==> src/pkg/pcd_pkg.sv <==
/*
  pcd_pkg: register map, field masks and reset values of the pin change
  edge detector. Assumes an 8-bit register port with a 4-bit word address.
*/
`default_nettype none

package pcd_pkg;
  localparam int PCD_AW = 4;
  localparam int PCD_DW = 8;

  // register word addresses
  localparam logic [3:0] PCD_OFF_B_RISE = 4'h0;
  localparam logic [3:0] PCD_OFF_B_FALL = 4'h1;
  localparam logic [3:0] PCD_OFF_B_FLAG = 4'h2;
  localparam logic [3:0] PCD_OFF_C_RISE = 4'h3;
  localparam logic [3:0] PCD_OFF_C_FLAG = 4'h4;
  localparam logic [3:0] PCD_OFF_CTRL = 4'h5;
  localparam logic [3:0] PCD_OFF_IRQ_STAT = 4'h6;
  localparam logic [3:0] PCD_OFF_IRQ_EN = 4'h7;
  localparam logic [3:0] PCD_OFF_IRQ_CLR = 4'h8;

  // implemented bits per port and variant
  localparam logic [7:0] PCD_B_MASK = 8'hF0;
  localparam logic [7:0] PCD_C_MASK_LARGE = 8'hFF;
  localparam logic [7:0] PCD_C_MASK_SMALL = 8'h3F;
  localparam logic [7:0] PCD_ZERO = 8'h00;
  localparam logic [7:0] PCD_REG_RST = 8'h00;

  // control register fields
  localparam int PCD_CTL_IE_BIT = 0;
  localparam int PCD_CTL_SF_BIT = 1;
  localparam logic [7:0] PCD_CTL_MASK = 8'h01;

  // interrupt status layout
  localparam int PCD_IRQ_B_BIT = 0;
  localparam int PCD_IRQ_C_BIT = 1;
  localparam logic [7:0] PCD_IRQ_MASK = 8'h03;
endpackage : pcd_pkg

`default_nettype wire

==> src/hw/pcd_edge_detect.sv <==
/*
  pcd_edge_detect: per-pin rising/falling edge detection for the upper
  second-port pins, rising-only for the third-port pins, with sticky change flags, a
  shared change flag, a wake request and a maskable interrupt.
  Assumes pins synchronous-enough to be double-flopped on mclk, and a
  register master that never asserts read and write strobes together.
*/
// Added by the designer: the register offsets and the address-and-strobe port.
//
// Behaviour
// second-port bits 7..4 rise enables arm rising detection per pin
// second-port bits 7..4 fall enables arm falling detection per pin
// second-port bits 3..0 read zero, writes to them ignored
// armed rising edge on second-port pin sets its flag
// armed falling edge sets flag; both enables catch either edge
// flags readable, writable, hardware set; software clears by writing zero
// all enables and flags reset to zero on any reset
// third-port rise enables 7..0 arm rising detection, set third-port flags
// third-port bits 7..6 and second-port registers only on large variant
// detection and flags work regardless of change interrupt enable
// shared change flag is OR of all implemented pin flags
// edge during flag clearing write leaves that flag set
// enabled armed edge raises wake; flag already updated by then
// pins double synchronised; edge is current versus previous sample
`timescale 1ns/1ps
`default_nettype none

module pcd_edge_detect
  import pcd_pkg::*;
#(
  parameter bit LARGE_VARIANT = 1'b1
) (
  // clock and reset
  input wire logic mclk,
  input wire logic rst_n,
  // register port
  input wire logic [PCD_AW-1:0] addr,
  input wire logic [PCD_DW-1:0] wdata,
  input wire logic wr_stb,
  input wire logic rd_stb,
  output logic [PCD_DW-1:0] rdata,
  // port pins
  input wire logic [7:0] second_port_pin,
  input wire logic [7:0] third_port_pin,
  // status and requests
  output logic shared_change_flag,
  output logic change_irq_req,
  output logic wake_req,
  output logic irq
);

  localparam logic [7:0] B_MASK = LARGE_VARIANT ? PCD_B_MASK : PCD_ZERO;
  localparam logic [7:0] C_MASK = LARGE_VARIANT ? PCD_C_MASK_LARGE : PCD_C_MASK_SMALL;

  logic [7:0] pb_s1_r, pb_s2_r, pb_prev_r;
  logic [7:0] pc_s1_r, pc_s2_r, pc_prev_r;
  logic [7:0] b_rise_en_r, b_fall_en_r, b_flags_r, c_rise_en_r, c_flags_r;
  logic [7:0] b_rise_en_nxt, b_fall_en_nxt, b_flags_nxt, c_rise_en_nxt, c_flags_nxt;
  logic [7:0] ctrl_r, ctrl_nxt, stat_r, stat_nxt, irq_en_r, irq_en_nxt;
  logic [7:0] rdata_r, rdata_nxt, rd_mux;
  logic shared_r, shared_nxt, chg_req_r, chg_req_nxt, wake_r, wake_nxt;
  logic irq_r, irq_nxt;
  logic [7:0] b_rise_w, b_fall_w, c_rise_w, b_set, c_set, ev_w, clr_w;
  logic wr_b_rise, wr_b_fall, wr_b_flag, wr_c_rise, wr_c_flag;
  logic wr_ctrl, wr_irq_en, wr_irq_clr, ie_w;

  // two-stage sync
  // first stage feeds only the second; prev holds last synced sample
  always_ff @(posedge mclk) begin
    if (!rst_n) begin
      pb_s1_r <= PCD_REG_RST;
      pb_s2_r <= PCD_REG_RST;
      pb_prev_r <= PCD_REG_RST;
      pc_s1_r <= PCD_REG_RST;
      pc_s2_r <= PCD_REG_RST;
      pc_prev_r <= PCD_REG_RST;
    end else begin
      pb_s1_r <= second_port_pin;
      pb_s2_r <= pb_s1_r;
      pb_prev_r <= pb_s2_r;
      pc_s1_r <= third_port_pin;
      pc_s2_r <= pc_s1_r;
      pc_prev_r <= pc_s2_r;
    end
  end

  // per-pin edge compare
  genvar gi;
  generate
    for (gi = 0; gi < 8; gi++) begin : g_edge
      assign b_rise_w[gi] = pb_s2_r[gi] & ~pb_prev_r[gi];
      assign b_fall_w[gi] = ~pb_s2_r[gi] & pb_prev_r[gi];
      assign c_rise_w[gi] = pc_s2_r[gi] & ~pc_prev_r[gi];
    end
  endgenerate

  // armed edge per pin
  // third port rising, variant mask
  assign b_set = B_MASK & ((b_rise_w & b_rise_en_r) | (b_fall_w & b_fall_en_r));
  assign c_set = C_MASK & c_rise_w & c_rise_en_r;

  // write decode
  assign wr_b_rise = wr_stb && (addr == PCD_OFF_B_RISE);
  assign wr_b_fall = wr_stb && (addr == PCD_OFF_B_FALL);
  assign wr_b_flag = wr_stb && (addr == PCD_OFF_B_FLAG);
  assign wr_c_rise = wr_stb && (addr == PCD_OFF_C_RISE);
  assign wr_c_flag = wr_stb && (addr == PCD_OFF_C_FLAG);
  assign wr_ctrl = wr_stb && (addr == PCD_OFF_CTRL);
  assign wr_irq_en = wr_stb && (addr == PCD_OFF_IRQ_EN);
  assign wr_irq_clr = wr_stb && (addr == PCD_OFF_IRQ_CLR);

  // unimplemented bits never stored
  assign b_rise_en_nxt = wr_b_rise ? (wdata & B_MASK) : b_rise_en_r;
  assign b_fall_en_nxt = wr_b_fall ? (wdata & B_MASK) : b_fall_en_r;
  assign c_rise_en_nxt = wr_c_rise ? (wdata & C_MASK) : c_rise_en_r;
  // write stores, hardware set wins
  assign b_flags_nxt = (wr_b_flag ? (wdata & B_MASK) : b_flags_r) | b_set;
  assign c_flags_nxt = (wr_c_flag ? (wdata & C_MASK) : c_flags_r) | c_set;
  assign ctrl_nxt = wr_ctrl ? (wdata & PCD_CTL_MASK) : ctrl_r;
  assign ie_w = ctrl_r[PCD_CTL_IE_BIT];

  // shared flag over all ports
  assign shared_nxt = |{b_flags_nxt, c_flags_nxt};
  // enable gates only the request and the wake, not detection
  assign chg_req_nxt = shared_nxt & ctrl_nxt[PCD_CTL_IE_BIT];
  // wake in the same cycle the flag lands
  assign wake_nxt = ie_w & (|{b_set, c_set});

  // sticky events; a new event beats a clear in the same cycle
  assign ev_w = PCD_IRQ_MASK & {6'b00_0000, |c_set, |b_set};
  assign clr_w = wr_irq_clr ? wdata : PCD_ZERO;
  assign stat_nxt = (stat_r & ~clr_w) | ev_w;
  assign irq_en_nxt = wr_irq_en ? (wdata & PCD_IRQ_MASK) : irq_en_r;
  assign irq_nxt = |(stat_nxt & irq_en_nxt);

  // read mux, unmapped and write-only read zero
  always_comb begin
    rd_mux = PCD_ZERO;
    unique case (addr)
      PCD_OFF_B_RISE: rd_mux = b_rise_en_r;
      PCD_OFF_B_FALL: rd_mux = b_fall_en_r;
      PCD_OFF_B_FLAG: rd_mux = b_flags_r;
      PCD_OFF_C_RISE: rd_mux = c_rise_en_r;
      PCD_OFF_C_FLAG: rd_mux = c_flags_r;
      PCD_OFF_CTRL: rd_mux = ctrl_r | {6'b00_0000, shared_r, 1'b0};
      PCD_OFF_IRQ_STAT: rd_mux = stat_r;
      PCD_OFF_IRQ_EN: rd_mux = irq_en_r;
      default: rd_mux = PCD_ZERO;
    endcase
  end
  assign rdata_nxt = rd_stb ? rd_mux : PCD_ZERO;

  // every register clears on reset
  always_ff @(posedge mclk) begin
    if (!rst_n) begin
      b_rise_en_r <= PCD_REG_RST;
      b_fall_en_r <= PCD_REG_RST;
      b_flags_r <= PCD_REG_RST;
      c_rise_en_r <= PCD_REG_RST;
      c_flags_r <= PCD_REG_RST;
      ctrl_r <= PCD_REG_RST;
      stat_r <= PCD_REG_RST;
      irq_en_r <= PCD_REG_RST;
      rdata_r <= PCD_REG_RST;
      shared_r <= 1'b0;
      chg_req_r <= 1'b0;
      wake_r <= 1'b0;
      irq_r <= 1'b0;
    end else begin
      b_rise_en_r <= b_rise_en_nxt;
      b_fall_en_r <= b_fall_en_nxt;
      b_flags_r <= b_flags_nxt;
      c_rise_en_r <= c_rise_en_nxt;
      c_flags_r <= c_flags_nxt;
      ctrl_r <= ctrl_nxt;
      stat_r <= stat_nxt;
      irq_en_r <= irq_en_nxt;
      rdata_r <= rdata_nxt;
      shared_r <= shared_nxt;
      chg_req_r <= chg_req_nxt;
      wake_r <= wake_nxt;
      irq_r <= irq_nxt;
    end
  end

  assign rdata = rdata_r;
  assign shared_change_flag = shared_r;
  assign change_irq_req = chg_req_r;
  assign wake_req = wake_r;
  assign irq = irq_r;
endmodule : pcd_edge_detect

`default_nettype wire

==> config.mk <==
export PLATFORM = sky130hd
export DESIGN_NAME = pcd_edge_detect
export DESIGN_NICKNAME = d
export VERILOG_FILES = /design/src/pkg/pcd_pkg.sv /design/src/hw/pcd_edge_detect.sv
export SDC_FILE = /design/constraint.sdc
export NUM_CORES = 1
export LEC_CHECK = 0
export BUFFER_PORTS_ARGS = -buffer_cell sky130_fd_sc_hd__buf_2
export CELL_PAD_IN_SITES_DETAIL_PLACEMENT = 1
export CELL_PAD_IN_SITES_GLOBAL_PLACEMENT = 1
export CORE_MARGIN = 5
export CORE_UTILIZATION = 39
export CTS_CLUSTER_DIAMETER = 50
export DETAILED_ROUTE_END_ITERATION = 7
export GPL_TIMING_DRIVEN = 0
export PLACE_DENSITY_LB_ADDON = 0.1
export SYNTH_ARGS = -nofsm -noshare
export SYNTH_HDL_FRONTEND = slang
export SYNTH_SLANG_ARGS = --single-unit
==> constraint.sdc <==
create_clock -name mclk -period 2.56 [get_ports mclk]
set_clock_uncertainty 0.2 [all_clocks]
set_input_delay 0.256 -clock mclk [delete_from_list [all_inputs] [get_ports mclk]]
set_output_delay 0.256 -clock mclk [all_outputs]
set_load 0.005 [all_outputs]
==> reports/qor.tcl, run 1 <==
set qor(cts_root_buffer) {sky130_fd_sc_hd__clkbuf_8}
set qor(port_buffers) 36
set qor(fillCellCount) 1179
set qor(dominant_cells_by_area_after_synthesis) {sky130_fd_sc_hd__dfxtp_1 (51%), sky130_fd_sc_hd__and2_1 (7.2%), sky130_fd_sc_hd__nand2_1 (4.8%), sky130_fd_sc_hd__a21oi_1 (4.4%), sky130_fd_sc_hd__o21ai_0 (3.1%)}
set qor(critPathCaptureType) {register}
set qor(timing.max_slew.rel_slack_pct) 43.1
set qor(max_freq_mhz) 480
set qor(synthFlopType) {sky130_fd_sc_hd__dfxtp_1}
set qor(crit_path_cell_trace) {nand3b_1 > o21ai_0 > nor4_1 > a21o_1 > a41oi_1}
set qor(route.detailed.wl_per_inst_um) 19.6
set qor(grt_first_pass_wirelength_mm) 19.6
set qor(inserted_clock_buffers) 9
set qor(register_area_um2) 1940
set qor(p_leak_nw) 1.87
set qor(floorplan.rows) 36
set qor(drc) 0
set qor(cells_on_worst_reg2reg_path) 5
set qor(synth-edff-count) 0
set qor(routed_wirelength_mm) 12.4
set qor(period_needed_ns) 2.08
set qor(worstMarginPinSlew_ns) 0.846
set qor(hold_path_depth) 4
set qor(grt_start_max_net_pins) 18
set qor(grt_antenna_before_repair) 0
set qor(path_clk_slew_ns) 0.10
set qor(multi_input_comb_area_um2) 1760
set qor(timing.critical_path.required_ns) 2.62
set qor(antenna_left) 0
set qor(syn_inst) 427
set qor(cts_repair_resize_count) 0
set qor(critPathMaxStageDelay_ns) 0.75
set qor(fin_crit_sh_pct) 81.3
set qor(design.core.area_um2) 9680
set qor(vias_per_cell) 5.28
set qor(seq_area_frac_synth_pct) 50.5
set qor(initial_utilization_pct) 39.7
set qor(drv.max_cap_violation_count) 0
set qor(syn2layout_area_growth_pct) 18.9
set qor(classification_of_the_worst_setup_path) {reg2reg}
set qor(cts_tree) {built}
set qor(dpl_cell_area_um2) 4190
set qor(antenna-diode-count) 0
set qor(power_density_nw_per_um2) 602
set qor(whs_endpoint) {b_fall_en_r[7]}
set qor(die_x_um) 109
set qor(die_height_um) 109
set qor(finalInstanceArea_um2) 4570
set qor(synthDominantAreaCellType) {sky130_fd_sc_hd__dfxtp_1}
set qor(ys_seq_elements) 97
set qor(synth_area_um2) 3840
set qor(report.final.slew_viol_count) 0
set qor(number_of_post_cts_setup_repair_buffers) 0
set qor(asyncSetResetFlopFracSynth_pct) 0
set qor(cp_data_arrival_time_ns) 2.14
set qor(syn_avg_cell_area_um2) 9.00
set qor(worst_skew_pair.late_latency_ns) 0.40
set qor(route.vias.total) 3336
set qor(largest_fanout_on_the_critical_path) 3
set qor(detailed_placement_wirelength_estimate_mm) 9.24
set qor(yosysTopAreaCellShare_pct) 50.5
set qor(startpoint_of_the_tightest_hold_check_path) {addr[2]}
set qor(post_route_cells_drive_above_1_share_pct) 13.2
set qor(hold_removal_path_class) {in2reg}
set qor(cts_hold_repair.buffers) 20
set qor(rsz0062_at_grt) {false}
set qor(timing.final.setup_violations) 0
set qor(first_iter_violations) 207
set qor(startpoint_type) {register}
set qor(syn-num-nets) 459
set qor(finalHoldViolations) 0
set qor(yosys-top-cells-count) {sky130_fd_sc_hd__dfxtp_1 (97), sky130_fd_sc_hd__nand2_1 (49), sky130_fd_sc_hd__and2_1 (44)}
set qor(cts.sink_count) 97
set qor(ir_drop_mv) 0.385
set qor(gr-total-overflow) 0
set qor(outcome) {complete, no violations}
set qor(critical_path_buffers_and_inverters) 0
set qor(synth.lib_cells_used.distinct) 46
set qor(htree_levels) 3
set qor(cpLargestDelayFamily) {simple AND/OR/NAND/NOR gates}
set qor(synthMostInstantiatedCell) {sky130_fd_sc_hd__dfxtp_1}
set qor(regToRegSetupSlack_ns) 0.48
set qor(io_pins) 44
set qor(drt_pass1_iterations) 4
set qor(gp_congestion) 0.901
set qor(cts_buffer_depth) 2
set qor(die_area_um2) 11900
set qor(fin_setup_tns_ns) 0
set qor(worst_r2r_endpoint) {irq}
set qor(r2r-start) {b_rise_en_r[4]}
set qor(yosys_warnings) 0
set qor(design.final.nets) 526
set qor(grt_util_all_layers_pct) 22.5
set qor(vias_in_the_first_global_route) 3451
set qor(cp_max_stage_cell) {sky130_fd_sc_hd__nor4_1}
## cell type report
type                       count  share of cell area (%)
sequential                    97                    42.5
clock inverter                 6                    1.10
multi-input combinational    297                    38.5
timing repair buffer          56                    8.33
buffer                        23                    2.25
clock buffer                  10                    2.79
tap                          133                    3.64
inverter                      10                   0.822
## per-layer routing
layer / GRT usage (%) / vias up / routed length (µm) / part of all wire [%]
li1: - / 1628 / - / -
met1: 29.4 / 1615 / 5760 / 47
met2: 37.5 / 77 / 5840 / 47
met3: 5.62 / 16 / 621 / 5.0
met4: 5.34 / 0 / 141 / 1.1
met5: 0 / - / 0 / 0
## cell families after synthesis
logic type | synth area share (%)
multiplexers | 3.19
AND/OR/NAND/NOR | 26.4
AO/OA/AOI/OAI | 16.2
flip-flops | 50.5
buffers and inverters | 3.65
## through the flow
stage	power, mW	cells	setup slack [ns]	hold WS (ns)	utilization [%]
2_1_floorplan	1.71	427	0.667	0.143	-
3_3_place_gp	1.80	596	0.131	0.214	43.3
3_5_place_dp	1.80	596	0.122	0.223	43.3
4_1_cts	2.78	632	0.545	0.0396	47.2
5_1_grt	2.86	632	0.366	0.0593	47.2
6_report	2.75	632	0.479	0.0518	47.2
## flip-flops by register name, indices dropped and copies added, names as in the netlist
register            cells
b_flags_r               8
c_flags_r               8
c_rise_en_r             8
irq_en_r                8
pc_prev_r               8
pc_s1_r                 8
pc_s2_r                 8
rdata                   8
stat_r                  8
b_fall_en_r             4
b_rise_en_r             4
pb_prev_r               4
pb_s1_r                 4
pb_s2_r                 4
change_irq_req          1
ctrl_r                  1
irq                     1
shared_change_flag      1
wake_req                1
## worst max-delay path by stage
| stage | from | to | slack, ns | cells after the start |
|---|---|---|---|---|
| 4_1_cts | addr[3] | irq | 0.55 | 7 |
| 5_1_grt | addr[3] | irq | 0.37 | 7 |
| 3_5_place_dp | addr[3] | irq | 0.12 | 7 |
| 3_3_place_gp | addr[3] | irq | 0.13 | 7 |
| 2_1_floorplan | addr[2] | change_irq_req | 0.67 | 6 |
| 6_report | b_rise_en_r[4] | irq | 0.48 | 5 |
## layout by cell type (no fill, tap or decap), types with 2 or more instances in the layout
master                          instances
sky130_fd_sc_hd__a32oi_1                3
sky130_fd_sc_hd__nand2b_1               2
sky130_fd_sc_hd__and2_1                44
sky130_fd_sc_hd__o41ai_1                2
sky130_fd_sc_hd__a21oi_1               34
sky130_fd_sc_hd__buf_2                 40
sky130_fd_sc_hd__nand2_1               49
sky130_fd_sc_hd__and3b_1                8
sky130_fd_sc_hd__inv_6                  2
sky130_fd_sc_hd__and3_1                13
sky130_fd_sc_hd__a211oi_1              10
sky130_fd_sc_hd__nand3_1               10
sky130_fd_sc_hd__nor4_1                 5
sky130_fd_sc_hd__dlygate4sd3_1         20
sky130_fd_sc_hd__o21ai_0               24
sky130_fd_sc_hd__clkbuf_8               9
sky130_fd_sc_hd__mux2_2                 2
sky130_fd_sc_hd__inv_1                  9
sky130_fd_sc_hd__a211o_1                4
sky130_fd_sc_hd__nor2_1                22
sky130_fd_sc_hd__a22oi_1                2
sky130_fd_sc_hd__a22o_1                 3
sky130_fd_sc_hd__dfxtp_1               97
sky130_fd_sc_hd__a221oi_1               2
sky130_fd_sc_hd__nor4b_1                2
sky130_fd_sc_hd__a31oi_1               10
sky130_fd_sc_hd__mux2i_1               10
sky130_fd_sc_hd__clkbuf_1              18
sky130_fd_sc_hd__nor3_1                12
sky130_fd_sc_hd__nor2b_1                3
sky130_fd_sc_hd__nand3b_1               6
## worst min-delay path, cell delays in order
cell,delay [ns]
sky130_fd_sc_hd__buf_6,0.12
sky130_fd_sc_hd__nor3b_4,0.09
sky130_fd_sc_hd__nand3_1,0.09
sky130_fd_sc_hd__a21oi_1,0.05
## where the power goes
part	total (mW)	switching (mW)	leakage, nW	internal [mW]
Combinational	0.232	0.144	0.997	0.0885
Sequential	1.56	0.0166	0.789	1.54
Clock	0.956	0.589	0.0892	0.367
Total	2.75	0.749	1.87	2.00
Note: power is estimated with default switching activity, not from simulation.
==> run 2: changes to the inputs <==
==> constraint.sdc (replaced) <==
create_clock -name mclk -period 2.1 [get_ports mclk]
set_clock_uncertainty 0.2 [all_clocks]
set_input_delay 0.21 -clock mclk [delete_from_list [all_inputs] [get_ports mclk]]
set_output_delay 0.21 -clock mclk [all_outputs]
set_load 0.005 [all_outputs]
==> reports/qor.tcl, run 2 (synthesized netlist as in run 1, its figures left out) <==
set qor(outcome) {complete, no violations}
set qor(htree_levels) 3 ;# unchanged
set qor(startpoint_of_the_tightest_hold_check_path) {addr[2]}
set qor(die_height_um) 109 ;# unchanged
set qor(die_x_um) 109 ;# unchanged
set qor(design.core.area_um2) 9680 ;# unchanged
set qor(die_area_um2) 11900 ;# unchanged
set qor(timing.critical_path.required_ns) 2.16 ;# -0.46 ns
set qor(drt_pass1_iterations) 5 ;# +1
set qor(grt_util_all_layers_pct) 22.7 ;# +0.12 points
set qor(syn2layout_area_growth_pct) 20.5
set qor(critPathCaptureType) {register}
set qor(detailedPlace.worstSlack_ns) -0.292 ;# -0.414 ns
set qor(largest_fanout_on_the_critical_path) 3 ;# unchanged
set qor(timing.max_slew.rel_slack_pct) 45.5 ;# +2.5 points
set qor(cts.sink_count) 97 ;# unchanged
set qor(startpoint_type) {register}
set qor(cp_max_stage_cell) {sky130_fd_sc_hd__nor4_1}
set qor(drc) 0 ;# unchanged
set qor(top_layer) {met4}
set qor(layout.core_utilization_pct) 47.8 ;# +0.66 points
set qor(io_pins) 44 ;# unchanged
set qor(route.detailed.wl_per_inst_um) 19.6 ;# +0.29%
set qor(report.final.slew_viol_count) 0 ;# unchanged
set qor(critPathMaxStageDelay_ns) 0.72 ;# -0.03 ns
set qor(design.final.nets) 532 ;# +1.1%
set qor(critical_path_buffers_and_inverters) 0 ;# unchanged
set qor(fin_crit_sh_pct) 97.6 ;# +16 points
set qor(wl_met1_mm) 5.94 ;# +3.0%
set qor(inserted_clock_buffers) 9 ;# unchanged
set qor(cp_data_arrival_time_ns) 2.11 ;# -0.03 ns
set qor(power_density_nw_per_um2) 725 ;# +21%
set qor(fillCellCount) 1180 ;# +0.085%
set qor(grt_first_pass_wirelength_mm) 19.7 ;# +0.57%
set qor(finalHoldViolations) 0 ;# unchanged
set qor(p_leak_nw) 1.91 ;# +1.7%
set qor(cts_tree) {built}
set qor(timing.final.ws_setup_ns) 0.0502 ;# -0.428 ns
set qor(first_iter_violations) 248 ;# +20%
set qor(detailroute.wirelength.met3_um) 585 ;# -5.8%
set qor(antenna-diode-count) 0 ;# unchanged
set qor(initial_utilization_pct) 39.7 ;# unchanged
set qor(grt_start_max_net_pins) 18 ;# unchanged
set qor(antenna_left) 0 ;# unchanged
set qor(mostFrequentLayoutCells) {sky130_fd_sc_hd__dfxtp_1 (97), sky130_fd_sc_hd__nand2_1 (49), sky130_fd_sc_hd__and2_1 (44)}
set qor(vias_per_cell) 5.29 ;# +0.22%
set qor(cpLargestDelayFamily) {simple AND/OR/NAND/NOR gates}
set qor(power.total_mw) 3.36 ;# +22%
set qor(crit_path_cell_trace) {nand3b_1 > o21ai_0 > nor4_1 > a21o_1 > a41oi_1}
set qor(gr-total-overflow) 0 ;# unchanged
set qor(worst_skew_pair.late_latency_ns) 0.40 ;# about the same
set qor(port_buffers) 36 ;# unchanged
set qor(wl_met2_mm) 5.85 ;# +0.24%
set qor(path_clk_slew_ns) 0.10 ;# about the same
set qor(timing.final.setup_violations) 0 ;# unchanged
set qor(detailed_placement_wirelength_estimate_mm) 9.24 ;# unchanged
set qor(rsz0062_at_grt) {false}
set qor(route.vias.total) 3375 ;# +1.2%
set qor(routed_wirelength_mm) 12.5 ;# +1.2%
set qor(cts_buffer_depth) 2 ;# unchanged
set qor(multi_input_comb_area_um2) 1770 ;# +0.50%
set qor(final_common_cell) {sky130_fd_sc_hd__dfxtp_1}
set qor(register_area_um2) 1940 ;# unchanged
set qor(classification_of_the_worst_setup_path) {reg2reg}
set qor(period_needed_ns) 2.05 ;# -0.0315 ns
set qor(ir_drop_mv) 0.470 ;# +22%
set qor(grt_antenna_before_repair) 0 ;# unchanged
set qor(cts_root_buffer) {sky130_fd_sc_hd__clkbuf_8}
set qor(drv.max_cap_violation_count) 0 ;# unchanged
set qor(gp_congestion) 0.901 ;# unchanged
set qor(max_freq_mhz) 488 ;# +1.5%
set qor(worstMarginPinSlew_ns) 0.810 ;# -0.0367 ns
set qor(timing.critical_path.from) {b_rise_en_r[4]}
set qor(vias_in_the_first_global_route) 3485 ;# +0.99%
set qor(hold_removal_path_class) {in2reg}
set qor(post_route_cells_drive_above_1_share_pct) 13.7 ;# +0.44 points
set qor(r2r-start) {b_rise_en_r[4]}
set qor(floorplan.rows) 36 ;# unchanged
-- run 2: changes by cell type in the layout (fill, tap and decap cells not counted), sizes merged --
cell,before,now
dlygate4sd3,20,24
buf,42,44
-- run 2: power by group --
| part | total [mW] | internal (mW) | switching, mW |
|---|---|---|---|
| registers | 1.90 | 1.88 | 0.0206 |
| logic | 0.292 | 0.113 | 0.179 |
| clock network | 1.17 | 0.448 | 0.718 |
| total | 3.36 | 2.44 | 0.918 |
-- run 2: worst paths after layout --
check / endpoint / slack (ns) / cells past startpoint
worst max-delay path: irq / 0.05 / 5
worst min-delay path: stat_r[5] / 0.009 / 3
worst max register to register: irq / 0.05 / 5
worst min register to register: pc_s2_r[5] / 0.24 / 1
-- run 2: per-stage QoR --
step	cells	TNS [ns]	hold slack [ns]	area (µm²)
after CTS	636	0	0.000192	4610
after floorplan	427	0	0.0970	3840
after detailed placement	596	-1.98	0.220	4190
after global routing	638	0	0.0206	4630
final	638	0	0.00892	4630
after global placement	596	-1.89	0.214	4190
-- run 2: cell type report --
cell class / count / area share (%)
plain buffers: 23 / 2.22
clock buffers: 10 / 2.76
clock inverters: 6 / 1.08
inverters: 10 / 0.811
multi-input cells: 297 / 38.2
flip-flops and latches: 97 / 41.9
well taps: 133 / 3.59
repair buffers: 62 / 9.40
-- run 2: worst min-delay path: stages --
cell and delay [ns]:
sky130_fd_sc_hd__buf_6 0.12, sky130_fd_sc_hd__nor3_4 0.09, sky130_fd_sc_hd__a21oi_1 0.14
-- run 2: routing by layer --
metal  track usage [%]  up-vias
li1                  -     1645
met2              37.8       79
met5                 0        -
met3              5.62       14
met4              5.52        0
met1              29.5     1637
-- run 2: repair_timing --
action / 4_1_cts / 5_1_grt
hold buffers: 24 / 0
gates resized for setup: 0 / 3
endpoints found under the hold margin: 33 / 0
setup endpoints to repair: 0 / 3
buffers inserted: 0 / 2
==> run 3: changes to the inputs <==
--- a/config.mk
+++ b/config.mk
@@ -14,6 +14,7 @@
 export DETAILED_ROUTE_END_ITERATION = 7
 export GPL_TIMING_DRIVEN = 0
 export PLACE_DENSITY_LB_ADDON = 0.1
+export REMOVE_ABC_BUFFERS = 1
 export SYNTH_ARGS = -nofsm -noshare
 export SYNTH_HDL_FRONTEND = slang
 export SYNTH_SLANG_ARGS = --single-unit
==> reports/qor.tcl, run 3 (synthesized netlist as in run 1, its figures left out) <==
set qor(outcome) {complete, no violations}
set qor(critPathCaptureType) {register}
set qor(critical_path_depth) 6 ;# +1
set qor(crit_path_cell_trace) {buf_4 > nor3b_4 > nand2_4 > a211o_1 > nor4_2 > a31oi_1}
set qor(timing.max_slew.rel_slack_pct) 46.4 ;# +0.92 points
set qor(multi_input_comb_area_um2) 1800 ;# +1.8%
set qor(post_route_cells_drive_above_1_share_pct) 15.9 ;# +2.2 points
set qor(design.final.nets) 512 ;# -3.8%
set qor(p_leak_nw) 1.91 ;# +0.24%
set qor(hold_removal_path_class) {in2reg}
set qor(port_buffers) 39 ;# +8.3%
set qor(detailed_placement_wirelength_estimate_mm) 7.79 ;# -16%
set qor(inserted_clock_buffers) 9 ;# unchanged
set qor(worstMarginPinSlew_ns) 0.796 ;# -0.0136 ns
set qor(fillCellCount) 1133 ;# -4.0%
set qor(cts_buffer_depth) 2 ;# unchanged
set qor(rsz0062_at_grt) {false}
set qor(antenna_left) 0 ;# unchanged
set qor(holdWs_ns) 0.0249 ;# +0.0160 ns
set qor(timing.final.setup_violations) 0 ;# unchanged
set qor(drt_pass1_iterations) 4 ;# -1
set qor(route.vias.total) 3225 ;# -4.4%
set qor(cts_root_buffer) {sky130_fd_sc_hd__clkbuf_8}
set qor(r2r-start) {c_rise_en_r[5]}
set qor(floorplan.rows) 36 ;# unchanged
set qor(dpl_cell_area_um2) 4100 ;# -2.1%
set qor(htree_levels) 3 ;# unchanged
set qor(design.core.area_um2) 9680 ;# unchanged
set qor(final_common_cell) {sky130_fd_sc_hd__dfxtp_1}
set qor(grt_antenna_before_repair) 0 ;# unchanged
set qor(fin_crit_sh_pct) 97.8 ;# +0.19 points
set qor(startpoint_type) {primary input}
set qor(register_area_um2) 1940 ;# unchanged
set qor(vias_in_the_first_global_route) 3345 ;# -4.0%
set qor(io_pins) 44 ;# unchanged
set qor(grt_util_all_layers_pct) 20.0 ;# -2.6 points
set qor(finalHoldViolations) 0 ;# unchanged
set qor(worst_skew_pair.late_latency_ns) 0.38 ;# -0.02 ns
set qor(critical_path_buffers_and_inverters) 1 ;# +1
set qor(regToRegSetupSlack_ns) 0.10 ;# +0.05 ns
set qor(route.detailed.wl_per_inst_um) 18.3 ;# -6.8%
set qor(syn2layout_area_growth_pct) 20.3
set qor(antenna-diode-count) 0 ;# unchanged
set qor(drv.max_cap_violation_count) 0 ;# unchanged
set qor(routed_wirelength_mm) 11.3 ;# -9.7%
set qor(die_x_um) 109 ;# unchanged
set qor(max_freq_mhz) 487 ;# -0.20%
set qor(fin_setup_tns_ns) 0 ;# unchanged
set qor(die_area_um2) 11900 ;# unchanged
set qor(cts_tree) {built}
set qor(largest_fanout_on_the_critical_path) 26 ;# +23
set qor(ir_drop_mv) 0.528 ;# +12%
set qor(cpLargestDelayFamily) {simple AND/OR/NAND/NOR gates}
set qor(critPathMaxStageDelay_ns) 0.51 ;# -0.21 ns
set qor(cp_max_stage_cell) {sky130_fd_sc_hd__nor3b_4}
set qor(grt_first_pass_wirelength_mm) 17.9 ;# -9.1%
set qor(timing.final.ws_setup_ns) 0.0462 ;# -0.00403 ns
set qor(detailedPlace.worstSlack_ns) -0.701 ;# -0.408 ns
set qor(initial_utilization_pct) 39.7 ;# unchanged
set qor(path_clk_slew_ns) 0.10 ;# about the same
set qor(first_iter_violations) 113 ;# -54%
set qor(mostFrequentLayoutCells) {sky130_fd_sc_hd__dfxtp_1 (97), sky130_fd_sc_hd__nand2_1 (48), sky130_fd_sc_hd__and2_1 (44)}
set qor(vias_per_cell) 5.22 ;# -1.4%
set qor(finalInstanceArea_um2) 4620 ;# -0.16%
set qor(cts.sink_count) 97 ;# unchanged
set qor(period_needed_ns) 2.05 ;# +0.00402 ns
set qor(report.final.slew_viol_count) 0 ;# unchanged
set qor(cells_on_worst_reg2reg_path) 4 ;# -1
set qor(worst_r2r_endpoint) {irq}
set qor(timing.critical_path.required_ns) 2.16 ;# about the same
set qor(drc) 0 ;# unchanged
set qor(classification_of_the_worst_setup_path) {in2reg}
set qor(gr-total-overflow) 0 ;# unchanged
set qor(gp_congestion) 0.868 ;# -3.7%
set qor(power_density_nw_per_um2) 768 ;# +5.9%
set qor(timing.critical_path.from) {addr[2]}
set qor(cp_data_arrival_time_ns) 2.11 ;# about the same
set qor(grt_start_max_net_pins) 64 ;# +46
set qor(critical_path.endpoint) {change_irq_req}
set qor(die_height_um) 109 ;# unchanged
run 3: through the flow:
stage,power (mW),util [%],std cells
5_1_grt,3.69,47.7,618
3_5_place_dp,2.17,42.4,576
6_report,3.55,47.7,618
4_1_cts,3.58,47.3,616
2_1_floorplan,2.04,-,404
3_3_place_gp,2.17,42.4,576
run 3: final cells by class:
type                       instances  area share [%]
timing repair buffer              65            9.74
sequential                        97            42.0
clock inverter                     7            2.19
tap                              133            3.60
clock buffer                       9            2.68
multi-input combinational        297            38.9
inverter                          10           0.839
run 3: where the power goes:
| group | total (mW) | internal [mW] | switching [mW] |
|---|---|---|---|
| Sequential | 1.90 | 1.88 | 0.0170 |
| Combinational | 0.277 | 0.108 | 0.169 |
| Clock | 1.38 | 0.683 | 0.695 |
run 3: timing repair:
item | in CTS | in global routing
hold buffers | 21 | 0
buffers inserted | 3 | 2
setup endpoints to repair | 28 | 4
pin swaps | 1 | 2
resized for setup | 7 | 6
hold endpoints to repair | 33 | 0
run 3: worst min path at each step:
| stage | start | endpoint | slack, ns | cells after the start |
|---|---|---|---|---|
| after global routing | addr[3] | rdata[4] | 0.03 | 2 |
| after detailed placement | pb_s1_r[6] | pb_s2_r[6] | 0.22 | 1 |
| final | addr[3] | rdata[4] | 0.02 | 2 |
| after global placement | pc_s1_r[7] | pc_s2_r[7] | 0.21 | 1 |
| after CTS | addr[3] | rdata[4] | 0.02 | 2 |
| after floorplan | addr[3] | rdata[2] | 0.09 | 1 |
run 3: per-layer routing:
layer  vias to the layer above  track usage [%]  share of wire, %
met2                        61             33.4                48
met5                         -                0                 0
li1                       1606                -                 -
met1                      1545             25.8                45
met3                        13             4.14               4.5
met4                         0             6.59               2.2
